`src/pkg/bbss_map.svh`:
```
// Constants of the buck-boost switch sequencer: offsets, fields, timing.
// Assumes a 25 MHz system clock; included by the sync monitor, the sequencer and the bench top.
`ifndef BBSS_MAP_SVH
`define BBSS_MAP_SVH

// Clock
`define BBSS_CLK_KHZ 25000
`define BBSS_CLK_PER_NS 40

// Register offsets (byte addresses)
`define BBSS_ADDR_CTRL 4'h0
`define BBSS_ADDR_STATUS 4'h4

// Control fields
`define BBSS_CTRL_RUN 0
`define BBSS_CTRL_FSW_LO 1
`define BBSS_CTRL_FSW_HI 2
`define BBSS_CTRL_DITHER_EN 3
`define BBSS_CTRL_DITHER_RATE 4
`define BBSS_CTRL_SYNC_IN 5
`define BBSS_CTRL_PHASE_LO 6
`define BBSS_CTRL_PHASE_HI 7
`define BBSS_CTRL_RESET 8'h00

// Status fields
`define BBSS_STAT_REGION_LO 0
`define BBSS_STAT_REGION_HI 1
`define BBSS_STAT_LOCKED 2
`define BBSS_STAT_RUNNING 3
`define BBSS_STAT_OVP 4
`define BBSS_STAT_UV 5

// Switching frequencies and oscillator periods in cycles
`define BBSS_FSW0_KHZ 300
`define BBSS_FSW1_KHZ 400
`define BBSS_FSW2_KHZ 450
`define BBSS_PER0 (`BBSS_CLK_KHZ / `BBSS_FSW0_KHZ)
`define BBSS_PER1 (`BBSS_CLK_KHZ / `BBSS_FSW1_KHZ)
`define BBSS_PER2 (`BBSS_CLK_KHZ / `BBSS_FSW2_KHZ)

// Dither span in percent and modulation rates
`define BBSS_DITHER_PCT 10
`define BBSS_SPAN0 (`BBSS_PER0 * `BBSS_DITHER_PCT / 100)
`define BBSS_SPAN1 (`BBSS_PER1 * `BBSS_DITHER_PCT / 100)
`define BBSS_SPAN2 (`BBSS_PER2 * `BBSS_DITHER_PCT / 100)
`define BBSS_MOD0_KHZ 10
`define BBSS_MOD1_KHZ 25
`define BBSS_MOD0 (`BBSS_CLK_KHZ / `BBSS_MOD0_KHZ)
`define BBSS_MOD1 (`BBSS_CLK_KHZ / `BBSS_MOD1_KHZ)

// External sync windows in kHz, converted to period limits in cycles
`define BBSS_SYNC0_MIN_KHZ 250
`define BBSS_SYNC0_MAX_KHZ 353
`define BBSS_SYNC1_MIN_KHZ 334
`define BBSS_SYNC1_MAX_KHZ 470
`define BBSS_SYNC2_MIN_KHZ 376
`define BBSS_SYNC2_MAX_KHZ 530
`define BBSS_CEILDIV(a, b) (((a) + (b) - 1) / (b))
`define BBSS_SPMIN0 `BBSS_CEILDIV(`BBSS_CLK_KHZ, `BBSS_SYNC0_MAX_KHZ)
`define BBSS_SPMAX0 (`BBSS_CLK_KHZ / `BBSS_SYNC0_MIN_KHZ)
`define BBSS_SPMIN1 `BBSS_CEILDIV(`BBSS_CLK_KHZ, `BBSS_SYNC1_MAX_KHZ)
`define BBSS_SPMAX1 (`BBSS_CLK_KHZ / `BBSS_SYNC1_MIN_KHZ)
`define BBSS_SPMIN2 `BBSS_CEILDIV(`BBSS_CLK_KHZ, `BBSS_SYNC2_MAX_KHZ)
`define BBSS_SPMAX2 (`BBSS_CLK_KHZ / `BBSS_SYNC2_MIN_KHZ)
`define BBSS_SYNC_GOOD 4'h8

// Fixed times of the transition regions and dead interval
`define BBSS_TOFF_NS 400
`define BBSS_TON_NS 400
`define BBSS_DEAD_NS 80
`define BBSS_TOFF `BBSS_CEILDIV(`BBSS_TOFF_NS, `BBSS_CLK_PER_NS)
`define BBSS_TON `BBSS_CEILDIV(`BBSS_TON_NS, `BBSS_CLK_PER_NS)
`define BBSS_DEAD `BBSS_CEILDIV(`BBSS_DEAD_NS, `BBSS_CLK_PER_NS)

// Region ratio k = 6/5
`define BBSS_K_NUM 6
`define BBSS_K_DEN 5

`endif

```
`src/pkg/bbss_pkg.sv`:
```
// Types of the buck-boost switch sequencer.
// Assumes nothing beyond the constants header.
package bbss_pkg;
    typedef enum logic [1:0] {
        BBSS_BUCK = 2'b00,
        BBSS_BUCK_TR = 2'b01,
        BBSS_BOOST_TR = 2'b10,
        BBSS_BOOST = 2'b11
    } bbss_region_type;

    typedef enum logic [1:0] {
        BBSS_ST_STOP = 2'b00,
        BBSS_ST_FIRST = 2'b01,
        BBSS_ST_SECOND = 2'b10
    } bbss_state_type;
endpackage

```
`src/hdl/bbss_sync_monitor.sv`:
```
// External sync clock qualifier: edge detect, period check, lock count.
// Assumes the sync pin is asynchronous to clk; limits come from the top.
`timescale 1ns/1ps
`default_nettype none
`include "bbss_map.svh"
module bbss_sync_monitor
    import bbss_pkg::*;
(
    input wire logic clk,
    input wire logic rst_n,
    input wire logic enable,
    input wire logic sync_pin,
    input wire logic [7:0] min_per,
    input wire logic [7:0] max_per,
    output logic edge_pulse,
    output logic locked
);
    logic sync_ff1;
    logic sync_ff2;
    logic sync_prev;
    logic [7:0] per_cnt;
    logic [3:0] good_cnt;
    wire rise;
    wire [7:0] period;
    wire in_range;
    wire timeout;

    // Two-stage synchroniser for the pin
    always_ff @(posedge clk or negedge rst_n) begin
        if (!rst_n) begin
            sync_ff1 <= 1'b0;
            sync_ff2 <= 1'b0;
        end else begin
            sync_ff1 <= sync_pin;
            sync_ff2 <= sync_ff1;
        end
    end

    // Period of the edge just seen and window check
    assign rise = enable & sync_ff2 & ~sync_prev;
    assign period = per_cnt + 8'h01;
    assign in_range = (period >= min_per) && (period <= max_per);
    assign timeout = per_cnt >= max_per;
    assign edge_pulse = rise & locked;

    // Period counter and consecutive good count
    always_ff @(posedge clk or negedge rst_n) begin
        if (!rst_n) begin
            sync_prev <= 1'b0;
            per_cnt <= 8'h00;
            good_cnt <= 4'h0;
            locked <= 1'b0;
        end else if (!enable) begin
            sync_prev <= 1'b0;
            per_cnt <= 8'h00;
            good_cnt <= 4'h0;
            locked <= 1'b0;
        end else begin
            sync_prev <= sync_ff2;
            if (rise) begin
                per_cnt <= 8'h00;
                if (in_range) begin
                    if (good_cnt != `BBSS_SYNC_GOOD) begin
                        good_cnt <= good_cnt + 4'h1;
                    end
                    if (good_cnt == `BBSS_SYNC_GOOD - 4'h1) begin
                        locked <= 1'b1;
                    end
                end else begin
                    good_cnt <= 4'h0;
                    locked <= 1'b0;
                end
            end else if (timeout) begin
                good_cnt <= 4'h0;
                locked <= 1'b0;
            end else begin
                per_cnt <= per_cnt + 8'h01;
            end
        end
    end
endmodule // bbss_sync_monitor
`default_nettype wire

```
`src/hdl/bbss_sequencer.sv`:
```
// Buck-boost switch sequencer: region choice, five switch drives,
// oscillator with dither, sync pin in or out, register port.
// Assumes comparator and fault pins are asynchronous; voltage codes are
// from same-clock converter logic; the sync pin is two-way.
`timescale 1ns/1ps
`default_nettype none
`include "bbss_map.svh"
module bbss_sequencer
    import bbss_pkg::*;
(
    input wire logic MCLK,
    input wire logic RSTN,
    input wire logic [3:0] ADDR,
    input wire logic [31:0] WDATA,
    input wire logic WR,
    input wire logic RD,
    output logic [31:0] RDATA,
    input wire logic [11:0] VIN_CODE,
    input wire logic [11:0] VOUT_CODE,
    input wire logic PEAK_TRIP,
    input wire logic VALLEY_TRIP,
    input wire logic INPUT_OVERVOLTAGE,
    input wire logic UNDERVOLTAGE_LOCKOUT,
    input wire logic ENABLE_UNDERVOLTAGE_PIN,
    output logic BUCK_HIGH_SWITCH,
    output logic BUCK_LOW_SWITCH,
    output logic BOOST_HIGH_SWITCH,
    output logic BOOST_LOW_SWITCH,
    output logic REVERSE_BLOCK_SWITCH,
    input wire logic SYNC_IN,
    output logic SYNC_OUT,
    output logic SYNC_OE_N
);
    logic [1:0] rst_ff;
    logic rst_n;
    logic [7:0] ctrl;
    logic [2:0] pin_ff1;
    logic [2:0] pin_ff2;
    logic [1:0] trip_ff1;
    logic [1:0] trip_ff2;
    logic [7:0] osc_cnt;
    logic [7:0] step_cnt;
    logic signed [4:0] dith_off;
    logic dith_up;
    logic had_lock;
    bbss_state_type state;
    bbss_state_type next_state;
    bbss_region_type region;
    logic boost_cycle;
    logic [4:0] tcnt;
    logic sync_wave;
    logic reg_m5;

    // Reset release through two flip-flops
    always_ff @(posedge MCLK or negedge RSTN) begin
        if (!RSTN) begin
            rst_ff <= 2'b00;
        end else begin
            rst_ff <= {rst_ff[0], 1'b1};
        end
    end
    assign rst_n = rst_ff[1];

    // Two-flop synchronisers for faults and comparators
    always_ff @(posedge MCLK or negedge rst_n) begin
        if (!rst_n) begin
            pin_ff1 <= 3'h0;
            pin_ff2 <= 3'h0;
            trip_ff1 <= 2'h0;
            trip_ff2 <= 2'h0;
        end else begin
            pin_ff1 <= {INPUT_OVERVOLTAGE, UNDERVOLTAGE_LOCKOUT,
                        ENABLE_UNDERVOLTAGE_PIN};
            pin_ff2 <= pin_ff1;
            trip_ff1 <= {PEAK_TRIP, VALLEY_TRIP};
            trip_ff2 <= trip_ff1;
        end
    end

    // Control fields and fault decode
    wire run_en = ctrl[`BBSS_CTRL_RUN];
    wire [1:0] fsw_sel = ctrl[`BBSS_CTRL_FSW_HI:`BBSS_CTRL_FSW_LO];
    wire dither_en = ctrl[`BBSS_CTRL_DITHER_EN];
    wire dither_rate = ctrl[`BBSS_CTRL_DITHER_RATE];
    wire sync_in_mode = ctrl[`BBSS_CTRL_SYNC_IN];
    wire [1:0] phase_sel = ctrl[`BBSS_CTRL_PHASE_HI:`BBSS_CTRL_PHASE_LO];
    wire input_overvoltage_indication = pin_ff2[2];
    wire uv = pin_ff2[1] | pin_ff2[0];
    wire peak = trip_ff2[1];
    wire valley = trip_ff2[0];
    wire run_ok = run_en & ~input_overvoltage_indication & ~uv;

    // Base period, dither span and sync window per frequency
    logic [7:0] base_per;
    logic [4:0] span;
    logic [7:0] sp_min;
    logic [7:0] sp_max;
    logic [7:0] step_int;
    always_comb begin
        case (fsw_sel)
            2'b01: begin
                base_per = 8'(`BBSS_PER1);
                span = 5'(`BBSS_SPAN1);
                sp_min = 8'(`BBSS_SPMIN1);
                sp_max = 8'(`BBSS_SPMAX1);
            end
            2'b10: begin
                base_per = 8'(`BBSS_PER2);
                span = 5'(`BBSS_SPAN2);
                sp_min = 8'(`BBSS_SPMIN2);
                sp_max = 8'(`BBSS_SPMAX2);
            end
            default: begin
                base_per = 8'(`BBSS_PER0);
                span = 5'(`BBSS_SPAN0);
                sp_min = 8'(`BBSS_SPMIN0);
                sp_max = 8'(`BBSS_SPMAX0);
            end
        endcase
        case ({fsw_sel, dither_rate})
            3'b010: step_int = 8'(`BBSS_MOD0 / (4 * `BBSS_SPAN1));
            3'b011: step_int = 8'(`BBSS_MOD1 / (4 * `BBSS_SPAN1));
            3'b100: step_int = 8'(`BBSS_MOD0 / (4 * `BBSS_SPAN2));
            3'b101: step_int = 8'(`BBSS_MOD1 / (4 * `BBSS_SPAN2));
            3'b001: step_int = 8'(`BBSS_MOD1 / (4 * `BBSS_SPAN0));
            3'b111: step_int = 8'(`BBSS_MOD1 / (4 * `BBSS_SPAN0));
            default: step_int = 8'(`BBSS_MOD0 / (4 * `BBSS_SPAN0));
        endcase
    end

    // External sync qualifier
    logic ext_edge;
    logic ext_locked;
    bbss_sync_monitor u_sync_monitor (
        .clk(MCLK),
        .rst_n(rst_n),
        .enable(sync_in_mode),
        .sync_pin(SYNC_IN),
        .min_per(sp_min),
        .max_per(sp_max),
        .edge_pulse(ext_edge),
        .locked(ext_locked)
    );

    // Dither allowed unless running internally after a sync failure
    wire dith_act = dither_en
                    & ~(sync_in_mode & had_lock & ~ext_locked);
    wire signed [8:0] per_sum = $signed({1'b0, base_per})
                                + 9'(dith_off);
    wire [7:0] cur_per = per_sum[7:0];
    wire osc_wrap = (osc_cnt >= cur_per - 8'h01);
    wire cycle_start = ext_locked ? ext_edge : osc_wrap;

    // Oscillator counter, restarted by the external edge when locked
    always_ff @(posedge MCLK or negedge rst_n) begin
        if (!rst_n) begin
            osc_cnt <= 8'h00;
            had_lock <= 1'b0;
        end else begin
            if (cycle_start) begin
                osc_cnt <= 8'h00;
            end else if (osc_cnt != 8'hff) begin
                osc_cnt <= osc_cnt + 8'h01;
            end
            if (!sync_in_mode) begin
                had_lock <= 1'b0;
            end else if (ext_locked) begin
                had_lock <= 1'b1;
            end
        end
    end

    // Triangular dither of the period, stepped once per step interval
    wire [4:0] off_mag = dith_off[4] ? 5'(-dith_off) : dith_off[4:0];
    always_ff @(posedge MCLK or negedge rst_n) begin
        if (!rst_n) begin
            step_cnt <= 8'h00;
            dith_off <= 5'sd0;
            dith_up <= 1'b1;
        end else if (!dith_act) begin
            step_cnt <= 8'h00;
            dith_off <= 5'sd0;
            dith_up <= 1'b1;
        end else if (step_cnt >= step_int - 8'h01) begin
            step_cnt <= 8'h00;
            if (dith_up) begin
                dith_off <= dith_off + 5'sd1;
                dith_up <= !(!dith_off[4] && off_mag == span - 5'h01);
            end else begin
                dith_off <= dith_off - 5'sd1;
                dith_up <= dith_off[4] && off_mag == span - 5'h01;
            end
        end else begin
            step_cnt <= step_cnt + 8'h01;
        end
    end

    // Sync output: half-period high, shifted by the selected phase
    logic [7:0] shift;
    always_comb begin
        case (phase_sel)
            2'b01: shift = cur_per >> 2;
            2'b10: shift = 8'(cur_per / 8'd3);
            2'b11: shift = cur_per >> 1;
            default: shift = 8'h00;
        endcase
    end
    wire [7:0] shifted = (osc_cnt >= shift) ? osc_cnt - shift
                                            : osc_cnt + cur_per - shift;
    wire next_sync_wave = shifted < (cur_per >> 1);
    always_ff @(posedge MCLK or negedge rst_n) begin
        if (!rst_n) begin
            sync_wave <= 1'b0;
        end else begin
            sync_wave <= next_sync_wave;
        end
    end
    assign SYNC_OUT = sync_wave & ~sync_in_mode;
    assign SYNC_OE_N = sync_in_mode;

    // Region from output against input scaled by k = 6/5
    wire [14:0] vout_den = 15'(VOUT_CODE) * 15'(`BBSS_K_DEN);
    wire [14:0] vin_num = 15'(VIN_CODE) * 15'(`BBSS_K_NUM);
    wire [14:0] vout_num = 15'(VOUT_CODE) * 15'(`BBSS_K_NUM);
    wire [14:0] vin_den = 15'(VIN_CODE) * 15'(`BBSS_K_DEN);
    bbss_region_type next_region;
    assign next_region = (vout_den > vin_num) ? BBSS_BOOST
        : (VOUT_CODE > VIN_CODE) ? BBSS_BOOST_TR
        : (vout_num > vin_den) ? BBSS_BUCK_TR
        : BBSS_BUCK;

    // Cycle kind: fixed in pure regions, alternating in transition regions
    wire transition = (next_region == BBSS_BOOST_TR) ||
                      (next_region == BBSS_BUCK_TR);
    wire fresh = (state == BBSS_ST_STOP) || (next_region != region);
    wire primary_boost = next_region[1];
    wire next_boost_cycle = (transition && !fresh) ? ~boost_cycle
                                                   : primary_boost;

    // End of the first phase: comparator or fixed time
    wire fixed_boost = (region == BBSS_BUCK_TR);
    wire fixed_buck = (region == BBSS_BOOST_TR);
    wire first_done = boost_cycle
        ? (fixed_boost ? (tcnt >= 5'(`BBSS_TON) - 5'h01) : peak)
        : (fixed_buck ? (tcnt >= 5'(`BBSS_TOFF) - 5'h01) : valley);

    // Cycle state machine
    always_comb begin
        case (state)
            BBSS_ST_STOP: next_state = (run_ok && cycle_start)
                                       ? BBSS_ST_FIRST : BBSS_ST_STOP;
            BBSS_ST_FIRST: next_state = first_done ? BBSS_ST_SECOND
                                                   : BBSS_ST_FIRST;
            BBSS_ST_SECOND: next_state = BBSS_ST_SECOND;
            default: next_state = BBSS_ST_STOP;
        endcase
        if (!run_ok) begin
            next_state = BBSS_ST_STOP;
        end else if (cycle_start) begin
            next_state = BBSS_ST_FIRST;
        end
    end

    always_ff @(posedge MCLK or negedge rst_n) begin
        if (!rst_n) begin
            state <= BBSS_ST_STOP;
            region <= BBSS_BOOST;
            boost_cycle <= 1'b1;
            tcnt <= 5'h00;
        end else begin
            state <= next_state;
            if (run_ok && cycle_start) begin
                region <= next_region;
                boost_cycle <= next_boost_cycle;
                tcnt <= 5'h00;
            end else if (tcnt != 5'h1f) begin
                tcnt <= tcnt + 5'h01;
            end
        end
    end

    // Wanted switch pattern: boost cycle keeps buck high on, buck cycle
    // keeps boost high on; first phase uses the low switch
    wire running = (state != BBSS_ST_STOP);
    wire first = (state == BBSS_ST_FIRST);
    logic [1:0] want_hl [2];
    always_comb begin
        want_hl[0] = 2'b00;
        want_hl[1] = 2'b00;
        if (running && boost_cycle) begin
            want_hl[0] = 2'b10;
            want_hl[1] = first ? 2'b01 : 2'b10;
        end else if (running) begin
            want_hl[0] = first ? 2'b01 : 2'b10;
            want_hl[1] = 2'b10;
        end
    end

    // Dead-time gate per half-bridge: both off, wait, then apply
    logic [1:0] drv_hl [2];
    genvar gi;
    generate
        for (gi = 0; gi < 2; gi = gi + 1) begin : g_bridge
            logic [1:0] drv;
            logic [3:0] dcnt;
            always_ff @(posedge MCLK or negedge rst_n) begin
                if (!rst_n) begin
                    drv <= 2'b00;
                    dcnt <= 4'h0;
                end else if (drv != want_hl[gi]) begin
                    if (drv != 2'b00) begin
                        drv <= 2'b00;
                        dcnt <= 4'(`BBSS_DEAD);
                    end else if (dcnt != 4'h0) begin
                        dcnt <= dcnt - 4'h1;
                    end else begin
                        drv <= want_hl[gi];
                    end
                end else if (dcnt != 4'h0) begin
                    dcnt <= dcnt - 4'h1;
                end
            end
            assign drv_hl[gi] = drv;
        end
    endgenerate

    // Blocking switch closed whenever the stage runs
    always_ff @(posedge MCLK or negedge rst_n) begin
        if (!rst_n) begin
            reg_m5 <= 1'b0;
        end else begin
            reg_m5 <= running;
        end
    end
    assign BUCK_HIGH_SWITCH = drv_hl[0][1];
    assign BUCK_LOW_SWITCH = drv_hl[0][0];
    assign BOOST_HIGH_SWITCH = drv_hl[1][1];
    assign BOOST_LOW_SWITCH = drv_hl[1][0];
    assign REVERSE_BLOCK_SWITCH = reg_m5;

    // Register decode
    wire sel_ctrl = (ADDR == `BBSS_ADDR_CTRL);
    wire sel_stat = (ADDR == `BBSS_ADDR_STATUS);
    logic [31:0] status;
    always_comb begin
        status = 32'h0;
        status[`BBSS_STAT_REGION_HI:`BBSS_STAT_REGION_LO] = region;
        status[`BBSS_STAT_LOCKED] = ext_locked;
        status[`BBSS_STAT_RUNNING] = running;
        status[`BBSS_STAT_OVP] = input_overvoltage_indication;
        status[`BBSS_STAT_UV] = uv;
    end
    wire [31:0] rd_mux = sel_ctrl ? {24'h0, ctrl}
                       : sel_stat ? status : 32'h0;

    // Register write and one-cycle-late read data
    always_ff @(posedge MCLK or negedge rst_n) begin
        if (!rst_n) begin
            ctrl <= `BBSS_CTRL_RESET;
            RDATA <= 32'h0;
        end else begin
            if (WR && sel_ctrl) begin
                ctrl <= WDATA[7:0];
            end
            if (RD) begin
                RDATA <= rd_mux;
            end
        end
    end
endmodule // bbss_sequencer
`default_nettype wire

```
`config.mk`:
```
export PLATFORM = sky130hd
export DESIGN_NAME = bbss_sequencer
export DESIGN_NICKNAME = d
export VERILOG_FILES = /design/src/pkg/bbss_pkg.sv /design/src/hdl/bbss_sync_monitor.sv /design/src/hdl/bbss_sequencer.sv
export VERILOG_INCLUDE_DIRS = /design/src /design/src/pkg
export SDC_FILE = /design/constraint.sdc
export NUM_CORES = 1
export LEC_CHECK = 0
export ABC_AREA = 1
export BUFFER_PORTS_ARGS = -buffer_cell sky130_fd_sc_hd__clkbuf_2
export CAP_MARGIN = 10
export CORE_MARGIN = 2
export CORE_UTILIZATION = 60
export DETAILED_ROUTE_END_ITERATION = 8
export GPL_TIMING_DRIVEN = 1
export PLACE_DENSITY = 0.88
export SETUP_SLACK_MARGIN = 0.15
export SYNTH_ARGS = -nofsm -noshare
export SYNTH_HDL_FRONTEND = slang
export SYNTH_SLANG_ARGS = --single-unit
```
`constraint.sdc`:
```
create_clock -name MCLK -period 4.48 [get_ports MCLK]
set_input_delay 0.448 -clock MCLK [delete_from_list [all_inputs] [get_ports MCLK]]
set_output_delay 0.448 -clock MCLK [all_outputs]
set_load 0.1 [all_outputs]
```
; Word level (Yosys, flattened, before mapping)
; Cells that the tools add are included.
[op_classes]
magnitude_cmp = 11
n_div = 1
reduce_logical = 26
mul = 4
n_eq_ne = 34
bitwise_logic = 17
n_addsub = 17
mux = 64
[op_table]
columns = cell, n
row1 = $mux 8, 9
row2 = $mux 4, 13
row3 = $pmux 7 s5, 1
row4 = $gt 15x15->1, 2
row5 = $mul 12x3->15 const B, 2
row6 = $mux 5, 6
row7 = $mul 12x2->14 const B, 2
row8 = $pmux 7 s2, 2
row9 = $add 8x1->8 const B, 3
row10 = $ge 8x8->1, 3
row11 = $pmux 8 s3, 1
row12 = $mux 2, 10
row13 = $mux 1, 18
row14 = $ge 8x7->1, 2
row15 = $sub 8x1->8 const B, 2
row16 = $sub 8x8->8, 2
row17 = $eq 2x2->1 const B, 6
row18 = $gt 12x12->1, 1
row19 = $ne 4x4->1 const B, 3
row20 = $pmux 6 s2, 1
row21 = $eq 2x1->1 const B, 5
row22 = $reduce_bool 2->1, 5
row23 = $and 1x1->1, 9
row24 = $eq 3x3->1 const B, 3
row25 = other kinds (37), 63
[totals]
output_inout_bits = 39
input_bits = 70
reg_bits = 115

; Logic depth before layout (Yosys ltp)
; Gate-level depths: netlist (run 1).
[depth]
depth_word = 11
ltp_mapped = 52
mapped_depth_nobuf = 52

; By module
; From an unflattened synthesis (run 1), not the netlist that was laid out.
[hier_totals]
cells_unflattened = 1351
hier_area_um2 = 10287.4
[by_module_without_submodules]
columns = mod, area_each_um2, cells_per_inst, n_inst
row1 = bbss_sequencer, 8828.5, 1152, 1
row2 = bbss_sync_monitor, 1458.9, 199, 1

; Worst setup path before layout (run 1)
; No wires, ideal clock.
[synth_timing]
kind = flip-flop to flip-flop
from = reg ctrl[1]
to = reg sync_wave
stages_incl_launch_ff = 47
setup_slack_ns = -1.534
setup_time_ns = 0.134
arrival_ns = 5.880
path_buffers = 0
path_cell_list = dfrtp_1 > inv_1 > ha_1 > inv_1 > ha_1 > a21oi_1 > nand2_1 > nand2_2 > nand2_1 > nand2_1 > nand2_2 > nand2_1 > nand3_2 > o21ai_2 > nand2_2 > o21ai_1 > nand2_1 > nand2_1 > (+11 left out) > inv_2 > fa_1 > inv_1 > fa_1 > nand3_1 > and2_1 > inv_1 > a21oi_1 > nor2_1 > nor2_1 > xor2_1 > o21ai_0 > ha_1 > inv_1 > nor2_1 > nand3_1 > a21oi_1 > nor4_1
[synth_via]
elab_chain_cells = 8
elab_cells_between_ends = 12
classes_between = add/sub (4) / div (1) / order compare (2) / eq/ne (2) / mux (3)
[synth_rtl]
columns = element, line
row1 = from (decl), bbss_sequencer.sv:36  ; logic [7:0] ctrl;
row2 = from (signal assigned), bbss_sequencer.sv:359  ; ctrl <= `BBSS_CTRL_RESET;
row3 = from (signal assigned), bbss_sequencer.sv:363  ; ctrl <= WDATA[7:0];
row4 = $eq 2x2->1 / $eq 2x1->1 (equally long branches), bbss_sequencer.sv:100  ; case (fsw_sel)
row5 = $pmux 7 s2 (*), bbss_sequencer.sv:100
row6 = $add 8x5->8 (*), bbss_sequencer.sv:149  ; + 9'(dith_off);
row7 = $div 8x2->8, bbss_sequencer.sv:203  ; 2'b10: shift = 8'(cur_per / 8'd3);
row8 = $pmux 8 s3, bbss_sequencer.sv:201  ; case (phase_sel)
row9 = $sub 8x8->8 (tied with other cells), bbss_sequencer.sv:209  ; : osc_cnt + cur_per - shift;
row10 = $mux 8, bbss_sequencer.sv:208  ; wire [7:0] shifted = (osc_cnt >= shift) ? osc_cnt - shift
row11 = $lt 8x7->1 (*), bbss_sequencer.sv:210  ; wire next_sync_wave = shifted < (cur_per >> 1);
row12 = via next_sync_wave, bbss_sequencer.sv:210
row13 = to (signal assigned), bbss_sequencer.sv:215  ; sync_wave <= next_sync_wave;
row14 = to (decl), bbss_sequencer.sv:51  ; logic sync_wave;
; The timed path passes the listed nets; every way through them passes the cells marked *.
; A chain may end at the register's enable or synchronous reset.

; Worst setup path in the final report (run 1)
; Ends and elaborated chain as after synthesis.

==> results of run 1 <==
path summary, 6_finish.rpt:
check | depth (start not counted) | to | slack (ns)
max | 46 | sync_wave | -1.49
min | 1 | u_sync_monitor.sync_ff1 | 0.20
max reg2reg | 46 | sync_wave | -1.49
min reg2reg | 0 | u_sync_monitor.per_cnt[0] | 0.33
max in group asynchronous | 1 | trip_ff2[1] | 3.11
min in group asynchronous | 0 | u_sync_monitor.per_cnt[0] | 0.33
per-stage QoR:
stage          hold WS, ns  util, %  instance area (um2)  setup TNS [ns]  worst slack [ns]
6_report             0.197     73.4                11700           -1.49             -1.49
5_1_grt              0.191     73.4                11700           -1.90             -1.90
4_1_cts              0.195     71.7                11500           -1.27             -1.27
3_5_place_dp         0.238     68.9                11000           -1.39             -1.39
3_3_place_gp         0.235     68.9                11000           -1.11             -1.11
2_1_floorplan        0.152        -                10100           -1.05             -1.05
layout make-up:
cell class | count | area, um2
fill | 1091 | 4250
inverter | 220 | 841
clock buffer | 9 | 225
clock inverter | 7 | 76.3
tap | 216 | 270
sequential | 91 | 2290
timing repair buffer | 160 | 1060
multi-input combinational | 965 | 6990
routing by layer:
metal	track usage, %	wire length (um)
met4	12.5	1260
met5	0	0
met3	3.56	1490
met1	33.3	10300
met2	48.4	12500
sequential cells by signal, indices dropped and copies added, names as in the netlist, 2 cells and up:
register,cells
RDATA,8
ctrl,8
g_bridge.dcnt,8
osc_cnt,8
step_cnt,8
u_sync_monitor.per_cnt,8
dith_off,5
tcnt,5
g_bridge.drv,4
u_sync_monitor.good_cnt,4
pin_ff1,3
pin_ff2,3
region,2
rst_ff,2
state,2
trip_ff1,2
trip_ff2,2
cells in the final DEF, fill, tap and decap left out, drive strengths merged, types with 2 or more instances in the layout:
cell	Yosys	layout
conb	2	26
xor2	59	59
clkinv	0	3
a21oi	101	101
dfrtp	87	87
nand4	15	15
o31ai	7	7
ha	187	187
a31oi	14	14
mux2i	2	2
a21o	6	6
o21a	5	5
o211ai	4	4
a22oi	2	2
nor3	18	18
fa	13	13
nand2	191	192
xnor2	17	17
clkbuf	6	69
o21bai	12	12
nand3b	3	3
nor2	109	109
a211oi	4	4
inv	220	221
a21boi	2	2
o221ai	2	2
or2	8	8
and2	3	3
nand3	61	61
dfstp	4	4
o21ai	74	74
clkinvlp	0	2
buf	27	99
nor4	6	6
o22ai	7	7
logic make-up after synthesis:
kind of cell | after synthesis
muxes | 3
buffers and inverters | 253
xor gates and xnor gates | 76
DFF | 91
other | 2
and+or+nand+nor | 415
adders and majority gates | 200
AOI/OAI and AO/OA | 244
worst register-to-register path: cells and delay by family, from the launching register on:
| family | cells | cell delay [ns] |
|---|---|---|
| compound gates | 7 | 0.63 |
| xor+xnor | 1 | 0.15 |
| fa+ha+maj | 6 | 1.90 |
| buf+inv | 10 | 0.54 |
| flops | 1 | 0.43 |
| simple gates | 22 | 2.24 |
timing repair:
action	4_1_cts	5_1_grt
setup endpoints to repair	1	16
gates resized for setup	18	57
cloned	0	1
endpoints found under the hold margin	2	0
pin swaps	30	40
setup buffers	12	9
hold buffers	1	0
==> impl_metrics.toml, run 1 <==
[run_status]
outcome = "complete, but fails checks"
violations = "setup timing"

[place]
portBuffers = 60
gp_congestion = 0.905
detailed_place_hpwl_um = 18600
dpl.cell_count = 1629

[synth]
synth_common_cells = "215 x inv_1, 187 x ha_1, 179 x nand2_1"
yosysTopAreaCellShare_pct = 23.6
muxShareOfSynthArea_pct = 0.316
ys.flop_type = "dfrtp_1"
yosysWarnings = 0
synth_compound_area_share_pct = 14.1
synth_xor_area_share_pct = 6.99
synthAdderAreaFrac_pct = 26.3
synth.most_common_cell = "inv_1"
syn_inst = 1284
synth_top_family_by_area = "adder cells"
syn-cell-area_mm2 = 0.00990
synth_cell_types = 56
synthArstFlopShare_pct = 100
synth_largest_area_cell = "ha_1"
syn_avg_cell_area_um2 = 7.71
post_synth_and_or_nand_nor_area_fraction_pct = 18.5
synth_edf_count = 0
seq_area_frac_synth_pct = 23.1
ys_ff_latch = 91
ys_top_cells_by_area = "ha_1 24%, dfrtp_1 22%, inv_1 8.2%"

[min_path]
hold_path.class = "in2reg"
min_from = "SYNC_IN"

[route]
post_drt_via_cell_ratio = 5.69
firstDrtPassIters = 7
post-route-drc-count = 0
wire_per_inst_um = 15.3
drt-initial-drc-count = 749
ant_nets = 0
wl_um = 25500
dr_total_vias = 9483

[worst_setup_path]
path_class = "reg2reg"
path_buf_inv = 10
critPathMaxFanout = 5
r2r_start = "ctrl[1]"
crit_top_cell = "inv_2"
required_ns = 4.74
cp_slowest_stage_delay_ns = 0.49
critPathLaunchType = "register"
crit_family = "simple AND/OR/NAND/NOR gates"
critPathArrivalTime_ns = 6.24
crit_path_end_kind = "register"
crit_start = "ctrl[1]"
critPathSlowestCell = "fa_1"

[job]
cap_violations = 0

[timing]
rsz0062_at_grt = "yes"
setup_viol_count_final = 1
relSlewSlack_pct = 45.5
finalCriticalPeriod_ns = 5.97
hold_viol = 0
fin_skew_ns = 0.00880
slew_viol_final = 0
max_freq_mhz = 167
post-route-period-util_pct = 133
fin_ws_ns = -1.49
worst_pin_slew_ns = 0.810

[grt]
grt_pass1_wl_um = 39700
gr-usage-all-layers_pct = 27.4
grt_max_degree = 50
grt-ovfl-total = 0
grt_pass1_vias = 8990
antenna_found_initial = 0

[layout]
layout-drive-gt1-share_pct = 20.2
nNetsFinal = 1717
diodes = 0
area_growth_pct = 18.7
instances_no_fill = 1668

[clock_tree]
clockBufferDepth = 2
clock_latency_ns = 0.36
clock-sinks = 91
cts-root-buf = "clkbuf_16"
path_clk_slew_ns = 0.07
cts_tree = "done"
cts_buffers = 9
htreeDepth = 3

[die]
initial_core_util_pct = 61.9
dieWidth_um = 132
die_area_mm2 = 0.0175
io_pins = 109
core_mm2 = 0.0160
rows = 46
die_height_um = 132
Power of run 1 is not shown: default switching activity piles up to over one toggle a cycle in this logic, so the estimate is an artifact.
==> inputs of run 2 (changes only) <==
--- a/config.mk
+++ b/config.mk
@@ -7,14 +7,15 @@
 export NUM_CORES = 1
 export LEC_CHECK = 0
 export ABC_AREA = 1
-export BUFFER_PORTS_ARGS = -buffer_cell sky130_fd_sc_hd__clkbuf_2
 export CAP_MARGIN = 10
 export CORE_MARGIN = 2
 export CORE_UTILIZATION = 60
 export DETAILED_ROUTE_END_ITERATION = 8
+export DONT_BUFFER_PORTS = 1
 export GPL_TIMING_DRIVEN = 1
-export PLACE_DENSITY = 0.88
+export PLACE_DENSITY = 0.83
 export SETUP_SLACK_MARGIN = 0.15
+export SKIP_CTS_REPAIR_TIMING = 1
 export SYNTH_ARGS = -nofsm -noshare
 export SYNTH_HDL_FRONTEND = slang
 export SYNTH_SLANG_ARGS = --single-unit
==> impl_metrics.toml, run 2 (synthesis gave the netlist of run 1 again) <==
[grt]
antenna_found_initial = 1
grt_pass1_vias = 8776
grt_pass1_wl_um = 39200
top_usage_layer = "met2"
grt_max_degree = 58
use_met3_pct = 5.06
gr-usage-all-layers_pct = 26.8
grt-ovfl-total = 0
grt_use_met1_pct = 33.6
grtUsageMet2_pct = 46.9

[die]
io_pins = 109
die_area_mm2 = 0.0175
core_mm2 = 0.0160
rows = 46
dieWidth_um = 132
die_height_um = 132
initial_core_util_pct = 61.9

[route]
drt-initial-drc-count = 607
wl_um = 23100
ant_nets = 0
post-route-drc-count = 0
wire_per_inst_um = 14.6
dr_total_vias = 8782
firstDrtPassIters = 5
post_drt_via_cell_ratio = 5.54

[layout]
multi_input_area_mm2 = 0.00685
fin_area_mm2 = 0.0111
layout-drive-gt1-share_pct = 13.3
mostFrequentLayoutCell = "inv_1"
fillers = 1258
area_growth_pct = 12.5
nNetsFinal = 1633
instances_no_fill = 1585
final_cell_mix = "206 x inv_1, 182 x ha_1, 167 x nand2_1"
regArea_mm2 = 0.00229

[place]
detailed_place_hpwl_um = 18400
portBuffers = 0
dpl_cell_area_mm2 = 0.0107
gp_congestion = 0.891
dpl.cell_count = 1562

[clock_tree]
cts_tree = "done"
cts-root-buf = "clkbuf_16"
clockBufferDepth = 2
path_clk_slew_ns = 0.08
cts_buffers = 9
clock_latency_ns = 0.36
htreeDepth = 3
clock-sinks = 91

[timing]
rsz0062_at_grt = "yes"
fin_ws_ns = -1.44
relSlewSlack_pct = 30.0
hold_viol = 0
slew_viol_final = 0
fin_skew_ns = 0.00724
finalCriticalPeriod_ns = 5.92
post-route-period-util_pct = 132
max_freq_mhz = 169
worst_pin_slew_ns = 1.05
setup_viol_count_final = 1

[worst_setup_path]
critPathArrivalTime_ns = 6.15
critPathLaunchType = "register"
critPathSlowestCell = "fa_1"
cp_slowest_stage_delay_ns = 0.49
crit_path_end_kind = "register"
required_ns = 4.71
critPathMaxFanout = 5
path_class = "reg2reg"

[job]
cap_violations = 0

[run_status]
outcome = "complete, but fails checks"
violations = "setup timing"

[min_path]
hold_path.class = "in2reg"
## run 2: critical path, delay by kind of cell (launching register included)
kind / cells / cell delay (ns)
simple gates: 22 / 2.15
flops: 1 / 0.41
buf+inv: 10 / 0.52
fa+ha+maj: 6 / 1.98
compound gates: 6 / 0.57
xor+xnor: 1 / 0.16
## run 2: metal layers
layer | part of all wire [%] | vias up
met4 | 2.4 | 0
met3 | 5.1 | 51
met2 | 49 | 239
met5 | 0 | -
met1 | 44 | 4120
li1 | - | 4372
## run 2: final cells by class
cell class	instances	share of cell area, %
clock inverters	7	0.775
flip-flops and latches	91	20.5
repair buffers	77	5.21
inverters	220	7.50
multi-input cells	964	61.5
well taps	216	2.43
diodes	1	0.0225
clock buffers	9	2.02
## run 2: stage by stage
| step | utilization (%) | setup WS (ns) | hold slack, ns | setup TNS (ns) |
|---|---|---|---|---|
| floorplan | - | -1.05 | 0.152 | -1.05 |
| global placement | 66.7 | -1.10 | 0.152 | -1.10 |
| detailed placement | 66.7 | -1.48 | 0.152 | -1.48 |
| CTS | 68.6 | -1.52 | -0.230 | -1.52 |
| global route | 69.6 | -1.86 | 0.0967 | -1.86 |
| finish | 69.6 | -1.44 | 0.115 | -1.44 |
## run 2: final timing paths
path,start,endpoint,slack (ns),depth (start not counted)
setup reg to reg,ctrl[1],sync_wave,-1.44,45
hold reg to reg,rst_ff[0],rst_ff[1],0.37,0
max in group asynchronous,rst_ff[1],boost_cycle,3.12,1
hold / removal,SYNC_IN,u_sync_monitor.sync_ff1,0.11,0
min in group asynchronous,RSTN,rst_ff[0],0.31,1
setup / recovery,ctrl[1],sync_wave,-1.44,45
Power of run 2 is left out for the same reason.
